[src/inc/cgr_cfg.svh]
// register offsets, field positions and reset values of the clock generator config bank
`ifndef CGR_CFG_SVH
`define CGR_CFG_SVH

`define CGR_OFS_DIV1_LOW   8'h08
`define CGR_OFS_SPREAD     8'h09
`define CGR_OFS_STATUS     8'h0A

`define CGR_DIV1_RST       16'hC28F
`define CGR_TAG_RST        4'h3
`define CGR_SPREAD_RST     3'h0
`define CGR_SPR_RSV_RST    9'h000
`define CGR_IDLE_RST       1'b1
`define CGR_INHIBIT_RST    1'b0
`define CGR_AUTOLOAD_RST   1'b0
`define CGR_PDN_RST        1'b0

`define CGR_TAG_MSB        15
`define CGR_TAG_LSB        12
`define CGR_SPR_MSB        11
`define CGR_SPR_LSB        9
`define CGR_SPR_RSV_MSB    8
`define CGR_SPR_RSV_LSB    0

`define CGR_ST_RSV15       15
`define CGR_ST_REV_MSB     14
`define CGR_ST_REV_LSB     11
`define CGR_ST_CLKOK       10
`define CGR_ST_REFPIN      8
`define CGR_ST_SEL1        7
`define CGR_ST_SEL0        6
`define CGR_ST_ADDR        5
`define CGR_ST_IDLE        4
`define CGR_ST_INHIBIT     3
`define CGR_ST_AUTOLOAD    2
`define CGR_ST_PDN         1
`define CGR_ST_RSV0        0

`define CGR_SPR_CUSTOM     3'h0
`define CGR_SPR_MAX_PRESET 3'h4
`define CGR_REF_FUNC_READY 2'h3

`endif

[src/inc/cgr_pkg.sv]
// types shared by the clock generator config bank and its power control
package cgr_pkg;

	typedef enum logic [1:0] {
		CGR_PWR_INIT,
		CGR_PWR_ACTIVE,
		CGR_PWR_LOW,
		CGR_PWR_EXIT
	} cgr_pwr_state_t;

	typedef struct packed {
		cgr_pwr_state_t state;
		logic           low_power;
		logic           preprog;
		logic           addr_s;
		logic           sel0_s;
		logic           sel1_s;
		logic           exit_pulse;
	} cgr_pwr_t;

	typedef struct packed {
		logic [15:0] div1_num;
		logic [3:0]  tag;
		logic [2:0]  spread_sel;
		logic [8:0]  spread_rsv;
		logic        st_rsv15;
		logic        idle_sel;
		logic        rescan_inh;
		logic        autoload_dis;
		logic        power_down_request;
		logic        st_rsv0;
		logic [15:0] rdata;
		logic        rvalid;
		logic        spread_custom;
		logic        spread_preset;
		logic        ref_pin_out;
		logic        ref_pin_oe;
		logic        outputs_mute;
	} cgr_regs_t;

endpackage : cgr_pkg

[src/logic/cgr_power_ctrl.sv]
// low-power entry and exit sequencing with strap capture
`timescale 1ns/1ps
`include "cgr_cfg.svh"

module cgr_power_ctrl
	import cgr_pkg::*;
(
	input  wire logic core_clk,
	input  wire logic rst,
	input  wire logic lp_req,
	input  wire logic rescan_inh,
	input  wire logic address_strap_level,
	input  wire logic select0_pin_level,
	input  wire logic select1_pin_level,
	output logic      low_power,
	output logic      preprog_mode,
	output logic      strap_addr,
	output logic      strap_sel0,
	output logic      strap_sel1,
	output logic      exit_pulse
);

	cgr_pwr_t st_ff;
	cgr_pwr_t nxt_st;

	always_comb begin
		nxt_st = st_ff;
		nxt_st.exit_pulse = 1'b0;
		case (st_ff.state)
			CGR_PWR_INIT: begin
				// straps are caught after reset release, not by the reset itself
				nxt_st.addr_s  = address_strap_level;
				nxt_st.sel0_s  = select0_pin_level;
				nxt_st.sel1_s  = select1_pin_level;
				nxt_st.preprog = address_strap_level;
				nxt_st.state   = CGR_PWR_ACTIVE;
			end
			CGR_PWR_ACTIVE: begin
				if (lp_req) begin
					nxt_st.low_power = 1'b1;
					nxt_st.state     = CGR_PWR_LOW;
				end
			end
			CGR_PWR_LOW: begin
				if (!lp_req) begin
					nxt_st.state = CGR_PWR_EXIT;
				end
			end
			CGR_PWR_EXIT: begin
				nxt_st.low_power  = 1'b0;
				nxt_st.exit_pulse = 1'b1;
				if (!rescan_inh) begin
					nxt_st.addr_s  = address_strap_level;
					nxt_st.sel0_s  = select0_pin_level;
					nxt_st.sel1_s  = select1_pin_level;
					nxt_st.preprog = address_strap_level;
				end else begin
					nxt_st.preprog = 1'b0;
				end
				nxt_st.state = CGR_PWR_ACTIVE;
			end
			default: begin
				nxt_st.state = CGR_PWR_INIT;
			end
		endcase
	end

	always_ff @(posedge core_clk) begin
		if (rst) begin
			st_ff <= '{state: CGR_PWR_INIT, default: 1'b0};
		end else begin
			st_ff <= nxt_st;
		end
	end

	assign low_power    = st_ff.low_power;
	assign preprog_mode = st_ff.preprog;
	assign strap_addr   = st_ff.addr_s;
	assign strap_sel0   = st_ff.sel0_s;
	assign strap_sel1   = st_ff.sel1_s;
	assign exit_pulse   = st_ff.exit_pulse;
endmodule : cgr_power_ctrl

[src/logic/cgr_config_regs.sv]
// divider, spread/tag and status/idle register bank of the clock generator
`timescale 1ns/1ps
`include "cgr_cfg.svh"

module cgr_config_regs
	import cgr_pkg::*;
(
	input  wire logic        core_clk,
	input  wire logic        rst,
	input  wire logic [7:0]  reg_addr,
	input  wire logic        reg_wr_en,
	input  wire logic [15:0] reg_wdata,
	input  wire logic        reg_rd_en,
	output logic      [15:0] reg_rdata,
	output logic             reg_rvalid,
	input  wire logic        fuse_load,
	input  wire logic [15:0] fuse_div1_num,
	input  wire logic [3:0]  fuse_tag,
	input  wire logic [2:0]  fuse_spread_sel,
	input  wire logic        fuse_idle_sel,
	input  wire logic [3:0]  product_revision,
	input  wire logic        clk_ok,
	input  wire logic        ref_pin_level,
	input  wire logic        select1_pin_level,
	input  wire logic        select0_pin_level,
	input  wire logic        address_strap_level,
	input  wire logic [1:0]  ref_pin_func,
	input  wire logic        outputs_disabled,
	output logic      [15:0] divider1_numerator,
	output logic      [3:0]  config_image_tag,
	output logic      [2:0]  spread_profile_select,
	output logic             spread_custom,
	output logic             spread_preset,
	output logic             ref_pin_out,
	output logic             ref_pin_oe,
	output logic             outputs_mute,
	output logic             low_power,
	output logic             preprog_mode,
	output logic             strap_addr,
	output logic             strap_sel0,
	output logic             strap_sel1,
	output logic             lp_exit_pulse
);

	// ==========================================================
	// helpers
	function automatic logic cgr_hit(input logic [7:0] addr, input logic [7:0] ofs);
		cgr_hit = (addr == ofs);
	endfunction : cgr_hit

	// returns {custom, preset}; reserved codes give neither
	function automatic logic [1:0] cgr_spread_decode(input logic [2:0] sel);
		logic custom;
		logic preset;
		custom = (sel == `CGR_SPR_CUSTOM);
		preset = !custom && (sel <= `CGR_SPR_MAX_PRESET);
		cgr_spread_decode = {custom, preset};
	endfunction : cgr_spread_decode

	cgr_regs_t st_ff;
	cgr_regs_t nxt_st;
	logic      lp_req;

	// ==========================================================
	// next state
	always_comb begin
		logic [15:0] status_word;
		logic [15:0] spread_word;
		logic [1:0]  spr_dec;
		status_word = 16'h0000;
		spread_word = 16'h0000;
		spr_dec     = 2'b00;
		nxt_st      = st_ff;
		nxt_st.rvalid = 1'b0;

		// fuse restore first so that a same-cycle host write lands on top
		if (fuse_load) begin
			nxt_st.div1_num   = fuse_div1_num;
			nxt_st.tag        = fuse_tag;
			nxt_st.spread_sel = fuse_spread_sel;
			nxt_st.idle_sel   = fuse_idle_sel;
		end

		if (reg_wr_en) begin
			if (cgr_hit(reg_addr, `CGR_OFS_DIV1_LOW)) begin
				nxt_st.div1_num = reg_wdata;
			end
			if (cgr_hit(reg_addr, `CGR_OFS_SPREAD)) begin
				nxt_st.tag        = reg_wdata[`CGR_TAG_MSB:`CGR_TAG_LSB];
				nxt_st.spread_sel = reg_wdata[`CGR_SPR_MSB:`CGR_SPR_LSB];
				nxt_st.spread_rsv = reg_wdata[`CGR_SPR_RSV_MSB:`CGR_SPR_RSV_LSB];
			end
			if (cgr_hit(reg_addr, `CGR_OFS_STATUS)) begin
				// revision, clock-ok and pin readbacks are never stored
				nxt_st.st_rsv15     = reg_wdata[`CGR_ST_RSV15];
				nxt_st.idle_sel     = reg_wdata[`CGR_ST_IDLE];
				nxt_st.rescan_inh   = reg_wdata[`CGR_ST_INHIBIT];
				nxt_st.autoload_dis = reg_wdata[`CGR_ST_AUTOLOAD];
				nxt_st.power_down_request          = reg_wdata[`CGR_ST_PDN];
				nxt_st.st_rsv0      = reg_wdata[`CGR_ST_RSV0];
			end
		end

		status_word[`CGR_ST_RSV15] = st_ff.st_rsv15;
		status_word[`CGR_ST_REV_MSB:`CGR_ST_REV_LSB] = product_revision;
		status_word[`CGR_ST_CLKOK]    = clk_ok;
		status_word[`CGR_ST_REFPIN]   = ref_pin_level;
		status_word[`CGR_ST_SEL1]     = select1_pin_level;
		status_word[`CGR_ST_SEL0]     = select0_pin_level;
		status_word[`CGR_ST_ADDR]     = address_strap_level;
		status_word[`CGR_ST_IDLE]     = st_ff.idle_sel;
		status_word[`CGR_ST_INHIBIT]  = st_ff.rescan_inh;
		status_word[`CGR_ST_AUTOLOAD] = st_ff.autoload_dis;
		status_word[`CGR_ST_PDN]      = st_ff.power_down_request;
		status_word[`CGR_ST_RSV0]     = st_ff.st_rsv0;

		spread_word[`CGR_TAG_MSB:`CGR_TAG_LSB] = st_ff.tag;
		spread_word[`CGR_SPR_MSB:`CGR_SPR_LSB] = st_ff.spread_sel;
		spread_word[`CGR_SPR_RSV_MSB:`CGR_SPR_RSV_LSB] = st_ff.spread_rsv;

		// read returns the value held before a same-cycle write
		if (reg_rd_en) begin
			nxt_st.rvalid = 1'b1;
			if (cgr_hit(reg_addr, `CGR_OFS_DIV1_LOW)) begin
				nxt_st.rdata = st_ff.div1_num;
			end else if (cgr_hit(reg_addr, `CGR_OFS_SPREAD)) begin
				nxt_st.rdata = spread_word;
			end else if (cgr_hit(reg_addr, `CGR_OFS_STATUS)) begin
				nxt_st.rdata = status_word;
			end else begin
				nxt_st.rdata = 16'h0000;
			end
		end

		spr_dec = cgr_spread_decode(nxt_st.spread_sel);
		nxt_st.spread_custom = spr_dec[1];
		nxt_st.spread_preset = spr_dec[0];

		if (ref_pin_func == `CGR_REF_FUNC_READY) begin
			nxt_st.ref_pin_out = clk_ok;
			nxt_st.ref_pin_oe  = 1'b1;
		end else begin
			nxt_st.ref_pin_out = 1'b0;
			nxt_st.ref_pin_oe  = 1'b0;
		end

		// muting happens in either idle behaviour
		nxt_st.outputs_mute = outputs_disabled;
	end

	always_ff @(posedge core_clk) begin
		if (rst) begin
			st_ff <= '{div1_num:     `CGR_DIV1_RST,
			           tag:          `CGR_TAG_RST,
			           spread_sel:   `CGR_SPREAD_RST,
			           spread_rsv:   `CGR_SPR_RSV_RST,
			           idle_sel:     `CGR_IDLE_RST,
			           rescan_inh:   `CGR_INHIBIT_RST,
			           autoload_dis: `CGR_AUTOLOAD_RST,
			           power_down_request:          `CGR_PDN_RST,
			           spread_custom: 1'b1,
			           default:      '0};
		end else begin
			st_ff <= nxt_st;
		end
	end

	// low power only when idle select is 0; a host power-down always wins
	assign lp_req = st_ff.power_down_request || (st_ff.outputs_mute && !st_ff.idle_sel);

	cgr_power_ctrl u_power (
		.core_clk            (core_clk),
		.rst                 (rst),
		.lp_req              (lp_req),
		.rescan_inh          (st_ff.rescan_inh),
		.address_strap_level (address_strap_level),
		.select0_pin_level   (select0_pin_level),
		.select1_pin_level   (select1_pin_level),
		.low_power           (low_power),
		.preprog_mode        (preprog_mode),
		.strap_addr          (strap_addr),
		.strap_sel0          (strap_sel0),
		.strap_sel1          (strap_sel1),
		.exit_pulse          (lp_exit_pulse)
	);

	assign reg_rdata             = st_ff.rdata;
	assign reg_rvalid            = st_ff.rvalid;
	assign divider1_numerator    = st_ff.div1_num;
	assign config_image_tag      = st_ff.tag;
	assign spread_profile_select = st_ff.spread_sel;
	assign spread_custom         = st_ff.spread_custom;
	assign spread_preset         = st_ff.spread_preset;
	assign ref_pin_out           = st_ff.ref_pin_out;
	assign ref_pin_oe            = st_ff.ref_pin_oe;
	assign outputs_mute          = st_ff.outputs_mute;
endmodule : cgr_config_regs

[config.mk]
export PLATFORM = sky130hd
export DESIGN_NAME = cgr_config_regs
export DESIGN_NICKNAME = d
export VERILOG_FILES = /design/src/inc/cgr_pkg.sv /design/src/logic/cgr_power_ctrl.sv /design/src/logic/cgr_config_regs.sv
export VERILOG_INCLUDE_DIRS = /design/src /design/src/inc
export SDC_FILE = /design/constraint.sdc
export NUM_CORES = 1
export LEC_CHECK = 0
export BUFFER_PORTS_ARGS = -buffer_cell sky130_fd_sc_hd__buf_2
export CORE_UTILIZATION = 40
export DETAILED_ROUTE_END_ITERATION = 6
export PLACE_DENSITY = 0.7
export SYNTH_ARGS = -nofsm -noshare
export SYNTH_HDL_FRONTEND = slang
export SYNTH_HIERARCHICAL = 1
export SYNTH_SLANG_ARGS = --single-unit
[constraint.sdc]
create_clock -name core_clk -period 4.3 [get_ports core_clk]
set_clock_uncertainty 0.15 [all_clocks]
set_input_delay 0.86 -clock core_clk [delete_from_list [all_inputs] [get_ports core_clk]]
set_output_delay 0.86 -clock core_clk [all_outputs]
set_load 0.01 [all_outputs]
After elaboration in Yosys (flattened, before gate mapping). Index checks and enable logic that the tools add are counted.

Flip-flop bits (word level): 68. Input port bits: 65. Logic and storage cells: 71. Output and inout port bits: 51.

Equal/unequal tests: 10. Magnitude comparators: 1. Reduce and logical (&&, ||, !) cells: 16. Bitwise logic cells: 1. Multiplexer cells: 19.

Operators by type and width (count): 16-bit 2-to-1 mux (5); 38-bit 2-to-1 mux (1); 8-bit by 4-bit equality test with 1-bit output (second input constant) (3); 23-bit 2-to-1 mux (1); 2-bit AND reduction (5); 4-bit case mux with 2 select lines (1); 2-bit equality test (second input constant) (3); 3-bit 2-to-1 mux (2); 6-bit 2-to-1 mux (1); 2-bit case mux with 3 select lines (1); 1-bit 2-to-1 mux (5); 2-bit inequality test (second input constant) (2); 2-bit nonzero test (2); 2-bit OR reduction (2); 3-bit less-or-equal comparator (second input constant) (1); 3-bit logical NOT (1); 2-bit by 1-bit equality test with 1-bit output (second input constant) (1); 1-bit logical AND (2); 1-bit logical NOT (2); 2-bit logical NOT (1); 2-bit 2-to-1 mux (1); 2-bit by 1-bit inequality test with 1-bit output (second input constant) (1); 1-bit case mux with 2 select lines (1); 1-bit logical OR (1); 1-bit inverter (1).

Depth between registers and ports, before layout. Gate-level depths: netlist of run 1.

Word-level depth: 6. Depth in mapped cells: 7. Mapped depth without buffers: 5.

Hierarchy. The synthesis of run 1 kept the hierarchy.

By module, submodules not included: cgr_config_regs (times used 1, seq. area each 1201.2 um2, area an instance 3238.1 um2, cells an instance 356); cgr_power_ctrl (times used 1, seq. area each 160.2 um2, area an instance 421.7 um2, cells an instance 42).

Worst setup path before layout of run 1. OpenSTA, ideal clock, no wires.

Path kind: in2reg. Start: in reg_addr[2]. End: reg st_ff (netlist bit spread_custom). Library setup time: 0.123 ns. Required time: 4.027 ns. Cell stages on the path: 7. Path buffers: 2. Arrival: 2.212 ns. Slack: 1.815 ns. Cells stage by stage: nor4b_4 -> nand3_1 -> buf_2 -> buf_4 -> mux2i_1 -> ha_1 -> or2_2.

RTL lines: start: declaration (line cgr_config_regs.sv:10) `input wire logic [7:0] reg_addr,`; end signal: assignment (line cgr_config_regs.sv:153) `` st_ff <= '{div1_num: `CGR_DIV1_RST, ``; end signal: assignment (line cgr_config_regs.sv:164) `st_ff <= nxt_st;`; end: declaration (line cgr_config_regs.sv:60) `cgr_regs_t st_ff;`.

==> impl_metrics.toml, run 1 <==
[cts]
cts_resized = 0
cts_hold_buf = 0
clock-sinks = 68
numCtsBuffers = 9
cts_setup_buffers = 0
cts_root_buffer = "clkbuf_8"
cts_buffer_depth = 2
cts_tree = "yes"
clk_pin_slew_ns = 0.07
insertion_delay_ns = 0.35
htreeDepth = 3

[sta]
tns_ns = 0
worst_slew_pin_slew_ns = 1.090
max_slew_margin_pct = 27.08
hold_viol_final = 0
fin_hold_ws_ns = 0.2929
finalCriticalPeriod_ns = 2.542
fmax_ghz = 0.3933
final_max_slew_viol_count = 0
fin_crit_sh_pct = 59.13
rsz0062_at_grt = "false"
finalSetupViolations = 0

[cells_and_area]
insertedDiodeCount = 0
fillers = 846
fin_nets = 533
multi_input_area_um2 = 1854
fin_util_pct = 47.50
fin_cells = 575
area_growth_pct = 14.29
drive_gt1_share_pct = 34.90
regArea_um2 = 1361

[critical_path]
end_kind = "register"
critPathArrivalTime_ns = 2.60
crit_required_ns = 4.36
criticalPathCategory = "in2reg"
cp_max_fo = 35
crit_path_start_kind = "input pin"

[logic_synthesis]
synth_edf_count = 0
async_reset_ff_share_pct = 0
synth_top_area_cell = "dfxtp_1"
ys_seq_elements = 68
synth_compound_area_share_pct = 10.87
yosysMostFrequentCell = "dfxtp_1"
ys_warn_count = 6
synth.area.mux_share_pct = 17.37
synthDistinctLibCells = 36
syn-instance-count = 398
syn-cell-area_um2 = 3660
synthTopCellsByArea = "dfxtp_1 (37%), mux2i_1 (13%), buf_4 (8.4%)"
synth_simple_gate_area_share_pct = 20.38
synth_top_family_by_area = "simple AND/OR/NAND/NOR gates"
syn_area_per_cell_um2 = 9.195
synthTopCellsByCount = "dfxtp_1 (68), nand2_1 (57), mux2i_1 (46), buf_4 (41), nor2b_1 (31)"
synth_xor_area_share_pct = 0
yosys.area_share.adder_pct = 2.051
syn_nets = 469
synthFlopType = "dfxtp_1"
synth-seq-area-share_pct = 37.20
yosys.area.top_type_share_pct = 37.20

[floorplanning]
dieArea_um2 = 9536
coreArea_um2 = 8806
die_y_um = 97.65
row_count = 34
die_w_um = 97.65
initial_core_util_pct = 41.56
ios = 116

[routing]
drc = 10
drtPass1Iterations = 6
wirelength_mm = 8.753
wl_per_cell_um = 15.22
route.vias.total = 2864
first_iter_violations = 117
drtAntennaViolNets = 0
viasPerCell = 4.981

[pwr]
powerDensity_nw_per_um2 = 350.8
peakVddDrop_uv = 163.7
power_leakage_uw = 0.001925

[global_route]
grt_busiest_layer = "met2"
use_met1_pct = 23.76
antenna_found_initial = 0
grtUsageTotal_pct = 19.64
grtUsageMet3_pct = 6.259
grt_pass1_vias = 2948
grt_max_degree = 45
grt_first_pass_wirelength_mm = 14.50
use_met2_pct = 33.12
grt_overflow = 0

[run_status]
status = "finished with violations"
violations = "design-rule violations"

[job]
drv_cap = 0

[min_path]
min_path_type = "reg2reg"

[place]
placedCellCount = 559
dp_hpwl_mm = 6.421
portBuffers = 115
routabilityCongestion = 0.8504
## placed cells by master (no fill, tap or decap), types with 2 or more instances in the layout
master / n
clkbuf_8: 9
buf_2: 115
dfxtp_1: 68
o21ai_0: 5
inv_1: 7
nor2b_1: 31
o21ai_1: 10
mux2i_1: 46
bufinv_16: 2
mux2_2: 13
and3b_1: 2
nand2b_1: 22
a21oi_1: 3
o221ai_1: 5
or2_2: 3
clkinv_2: 3
nand2_1: 57
buf_4: 2
nand3_1: 2
o221ai_2: 10
ha_1: 6
and3_1: 2
nor2_1: 19
a211oi_1: 10
## worst max-delay path: stages
cell and delay [ns]:
buf_2 0.46, and3b_1 0.24, nand3_1 0.08, buf_4 0.31, mux2i_1 0.26, ha_1 0.25
nor2b_1 0.12
## cells by family after synthesis
family	Yosys count
mux	61
fa+ha+maj	6
simple gates	145
buf+inv	71
flops	68
compound gates	47
## metal layers
layer  routed length (um)  share of wire, %  up-vias
met3                  525               6.0       11
met5                    0                 0        -
met2                 4228                48       89
met1                 3881                44     1333
met4                  119               1.4        0
li1                     -                 -     1431
## through the flow
step	setup slack, ns	total power [uW]	cell area (um^2)
5_1_grt	1.640	1546	4183
3_5_place_dp	1.402	914.4	3968
2_1_floorplan	1.815	846.9	3660
3_3_place_gp	1.460	907.6	3968
6_report	1.758	1467	4183
4_1_cts	1.784	1485	4183
## worst paths after layout
path,startpoint,to,slack (ns),cells after the start
max,reg_addr[1],spread_preset$_SDFF_PP0_,1.76,7
max reg2reg,u_power/st_ff[7]$_SDFFE_PP0P_,u_power/low_power$_SDFFE_PP0P_,2.79,5
min,reg_rdata[4]$_SDFFE_PP0P_,reg_rdata[4]$_SDFFE_PP0P_,0.29,2
min reg2reg,reg_rdata[4]$_SDFFE_PP0P_,reg_rdata[4]$_SDFFE_PP0P_,0.29,2
## area by class of cell
type	count	share of cell area [%]
Clock inverter	7	2.184
Tap cell	108	3.231
Timing Repair Buffer	117	14.12
Sequential cell	68	32.55
Multi-Input combinational cell	259	44.33
Clock buffer	9	2.961
Inverter	7	0.6282
## power by group
| group | switching (uW) | leakage, uW | total (uW) | internal [uW] |
|---|---|---|---|---|
| combinational | 116 | 0.00126 | 219 | 103 |
| sequential | 21.7 | 0.000557 | 681 | 659 |
| clock | 244 | 0.000109 | 568 | 324 |
## sequential cells by signal, indices dropped and copies added (netlist names), 2 cells and up
| register | count |
|---|---|
| divider1_numerator | 16 |
| st_ff | 15 |
| u_power/st_ff | 2 |
| config_image_tag | 4 |
| reg_rdata | 16 |
| spread_profile_select | 3 |
Power figures use the tool's default switching activity.
==> inputs of run 2 (changes only) <==
==> constraint.sdc (replaced) <==
create_clock -name core_clk -period 2.55 [get_ports core_clk]
set_clock_uncertainty 0.15 [all_clocks]
set_input_delay 0.51 -clock core_clk [delete_from_list [all_inputs] [get_ports core_clk]]
set_output_delay 0.51 -clock core_clk [all_outputs]
set_load 0.01 [all_outputs]
==> impl_metrics.toml, run 2 (synthesis results as in run 1) <==
[global_route]
use_met2_pct = 31.37
antenna_found_initial = 0
use_met1_pct = 23.76
grtUsageTotal_pct = 18.92
grt_first_pass_wirelength_mm = 14.32
grt_overflow = 0
grt_busiest_layer = "met2"
grtUsageMet3_pct = 4.892
grt_pass1_vias = 2955
grt_max_degree = 41

[place]
routabilityCongestion = 0.8381
placed_area_um2 = 4020
dp_hpwl_mm = 6.373
portBuffers = 115

[routing]
viasPerCell = 4.928
drtAntennaViolNets = 0
wirelength_mm = 8.683
drc = 10
first_iter_violations = 169
drtPass1Iterations = 6
wl_per_cell_um = 14.92
route.vias.total = 2868

[pwr]
peakVddDrop_uv = 267.1
powerDensity_nw_per_um2 = 563.9
power_leakage_uw = 0.001943
power_uw = 2371

[critical_path]
crit_start = "reg_addr[2]"
critical_path.max_stage_delay_ns = 0.35
criticalPathCategory = "in2reg"
cp_max_fo = 5
end_kind = "register"
crit_path_start_kind = "input pin"
worst-path-stages = 6
rr_endpoint = "u_power/strap_sel1$_SDFFE_PP0P_"
crit_path_end = "spread_custom$_SDFF_PP1_"
crit_family = "simple AND/OR/NAND/NOR gates"
crit_required_ns = 2.62
timing.critical_path.buf_inv = 1
r2r_slack_ns = 1.06
reg2reg_from = "u_power/st_ff[6]$_SDFFE_PP0P_"
crit_chain = "buf_2 > nor4b_4 > nand3_1 > mux2i_1 > ha_1 > or2_2"
worst-r2r-cell-count = 3
crit_slowest_cell = "nor4b_4"
critPathArrivalTime_ns = 1.86

[cells_and_area]
fin_nets = 540
insertedDiodeCount = 0
stdcell_area_um2 = 4204
area_growth_pct = 14.87
drive_gt1_share_pct = 35.44
layout.cells.most_common_list = "buf_2 (115), dfxtp_1 (68), nand2_1 (57)"
final_common_cell = "buf_2"

[floorplanning]
dieArea_um2 = 9536
die_w_um = 97.65
row_count = 34
initial_core_util_pct = 41.56
die_y_um = 97.65
ios = 116
coreArea_um2 = 8806

[cts]
cts_root_buffer = "clkbuf_8"
cts_hold_buf = 0
cts_buffer_depth = 2
htreeDepth = 3
insertion_delay_ns = 0.34
cts_tree = "yes"
cts_resized = 0
cts_setup_buffers = 0
clock-sinks = 68
numCtsBuffers = 9
clk_pin_slew_ns = 0.06

[sta]
tns_ns = 0
finalCriticalPeriod_ns = 1.790
rsz0062_at_grt = "false"
worst_slew_pin_slew_ns = 0.7262
finalSetupViolations = 0
fmax_ghz = 0.5587
fin_crit_sh_pct = 70.19
hold_viol_final = 0
fin_hold_ws_ns = 0.2428
final_max_slew_viol_count = 0
max_slew_margin_pct = 51.53

[min_path]
min_path_type = "in2reg"

[job]
drv_cap = 0

[run_status]
status = "finished with violations"
violations = "design-rule violations"
run 2: changes by cell type in the layout (fill, tap and decap cells not counted), sizes merged:
cell	before	now
buf	117	124
clkbuf	9	11
bufinv	2	1
clkinv	4	3
run 2: worst min-delay path by stage:
stage                          startpoint                          to  slack [ns]  cells after the start
2_1_floorplan   reg_rdata[0]$_SDFFE_PP0P_   reg_rdata[0]$_SDFFE_PP0P_        0.28                      2
3_3_place_gp   reg_rdata[11]$_SDFFE_PP0P_  reg_rdata[11]$_SDFFE_PP0P_        0.29                      2
3_5_place_dp   reg_rdata[13]$_SDFFE_PP0P_  reg_rdata[13]$_SDFFE_PP0P_        0.29                      2
4_1_cts                            clk_ok      ref_pin_out$_SDFF_PP0_        0.23                      2
5_1_grt                            clk_ok      ref_pin_out$_SDFF_PP0_        0.25                      2
6_report                           clk_ok      ref_pin_out$_SDFF_PP0_        0.24                      2
run 2: final cells by class:
type,count,area (um^2)
inverters,7,26.28
flip-flops and latches,68,1361
clock inverters,5,52.55
well taps,108,135.1
clock buffers,11,131.4
repair buffers,124,643.1
multi-input cells,259,1854
fillers,866,4602
run 2: where the power goes:
group          switching [uW]  total [uW]  internal, uW
Clock                     401         848           447
Sequential               34.1        1150          1110
Combinational             197         377           180
Total                     632        2370          1740
run 2: routing by layer:
layer	routed length, um	share of wire, %
met2	4009	46
met4	110	1.3
met3	534	6.1
met5	0	0
met1	4029	46
run 2: through the flow:
step                      util [%]  instances  worst slack (ns)
final                        47.74        582            0.7600
after global routing         47.74        582            0.6388
after CTS                    47.74        582            0.7633
after detailed placement     45.65        566            0.4018
after global placement       45.65        566            0.4362
after floorplan                  -        398            0.4148
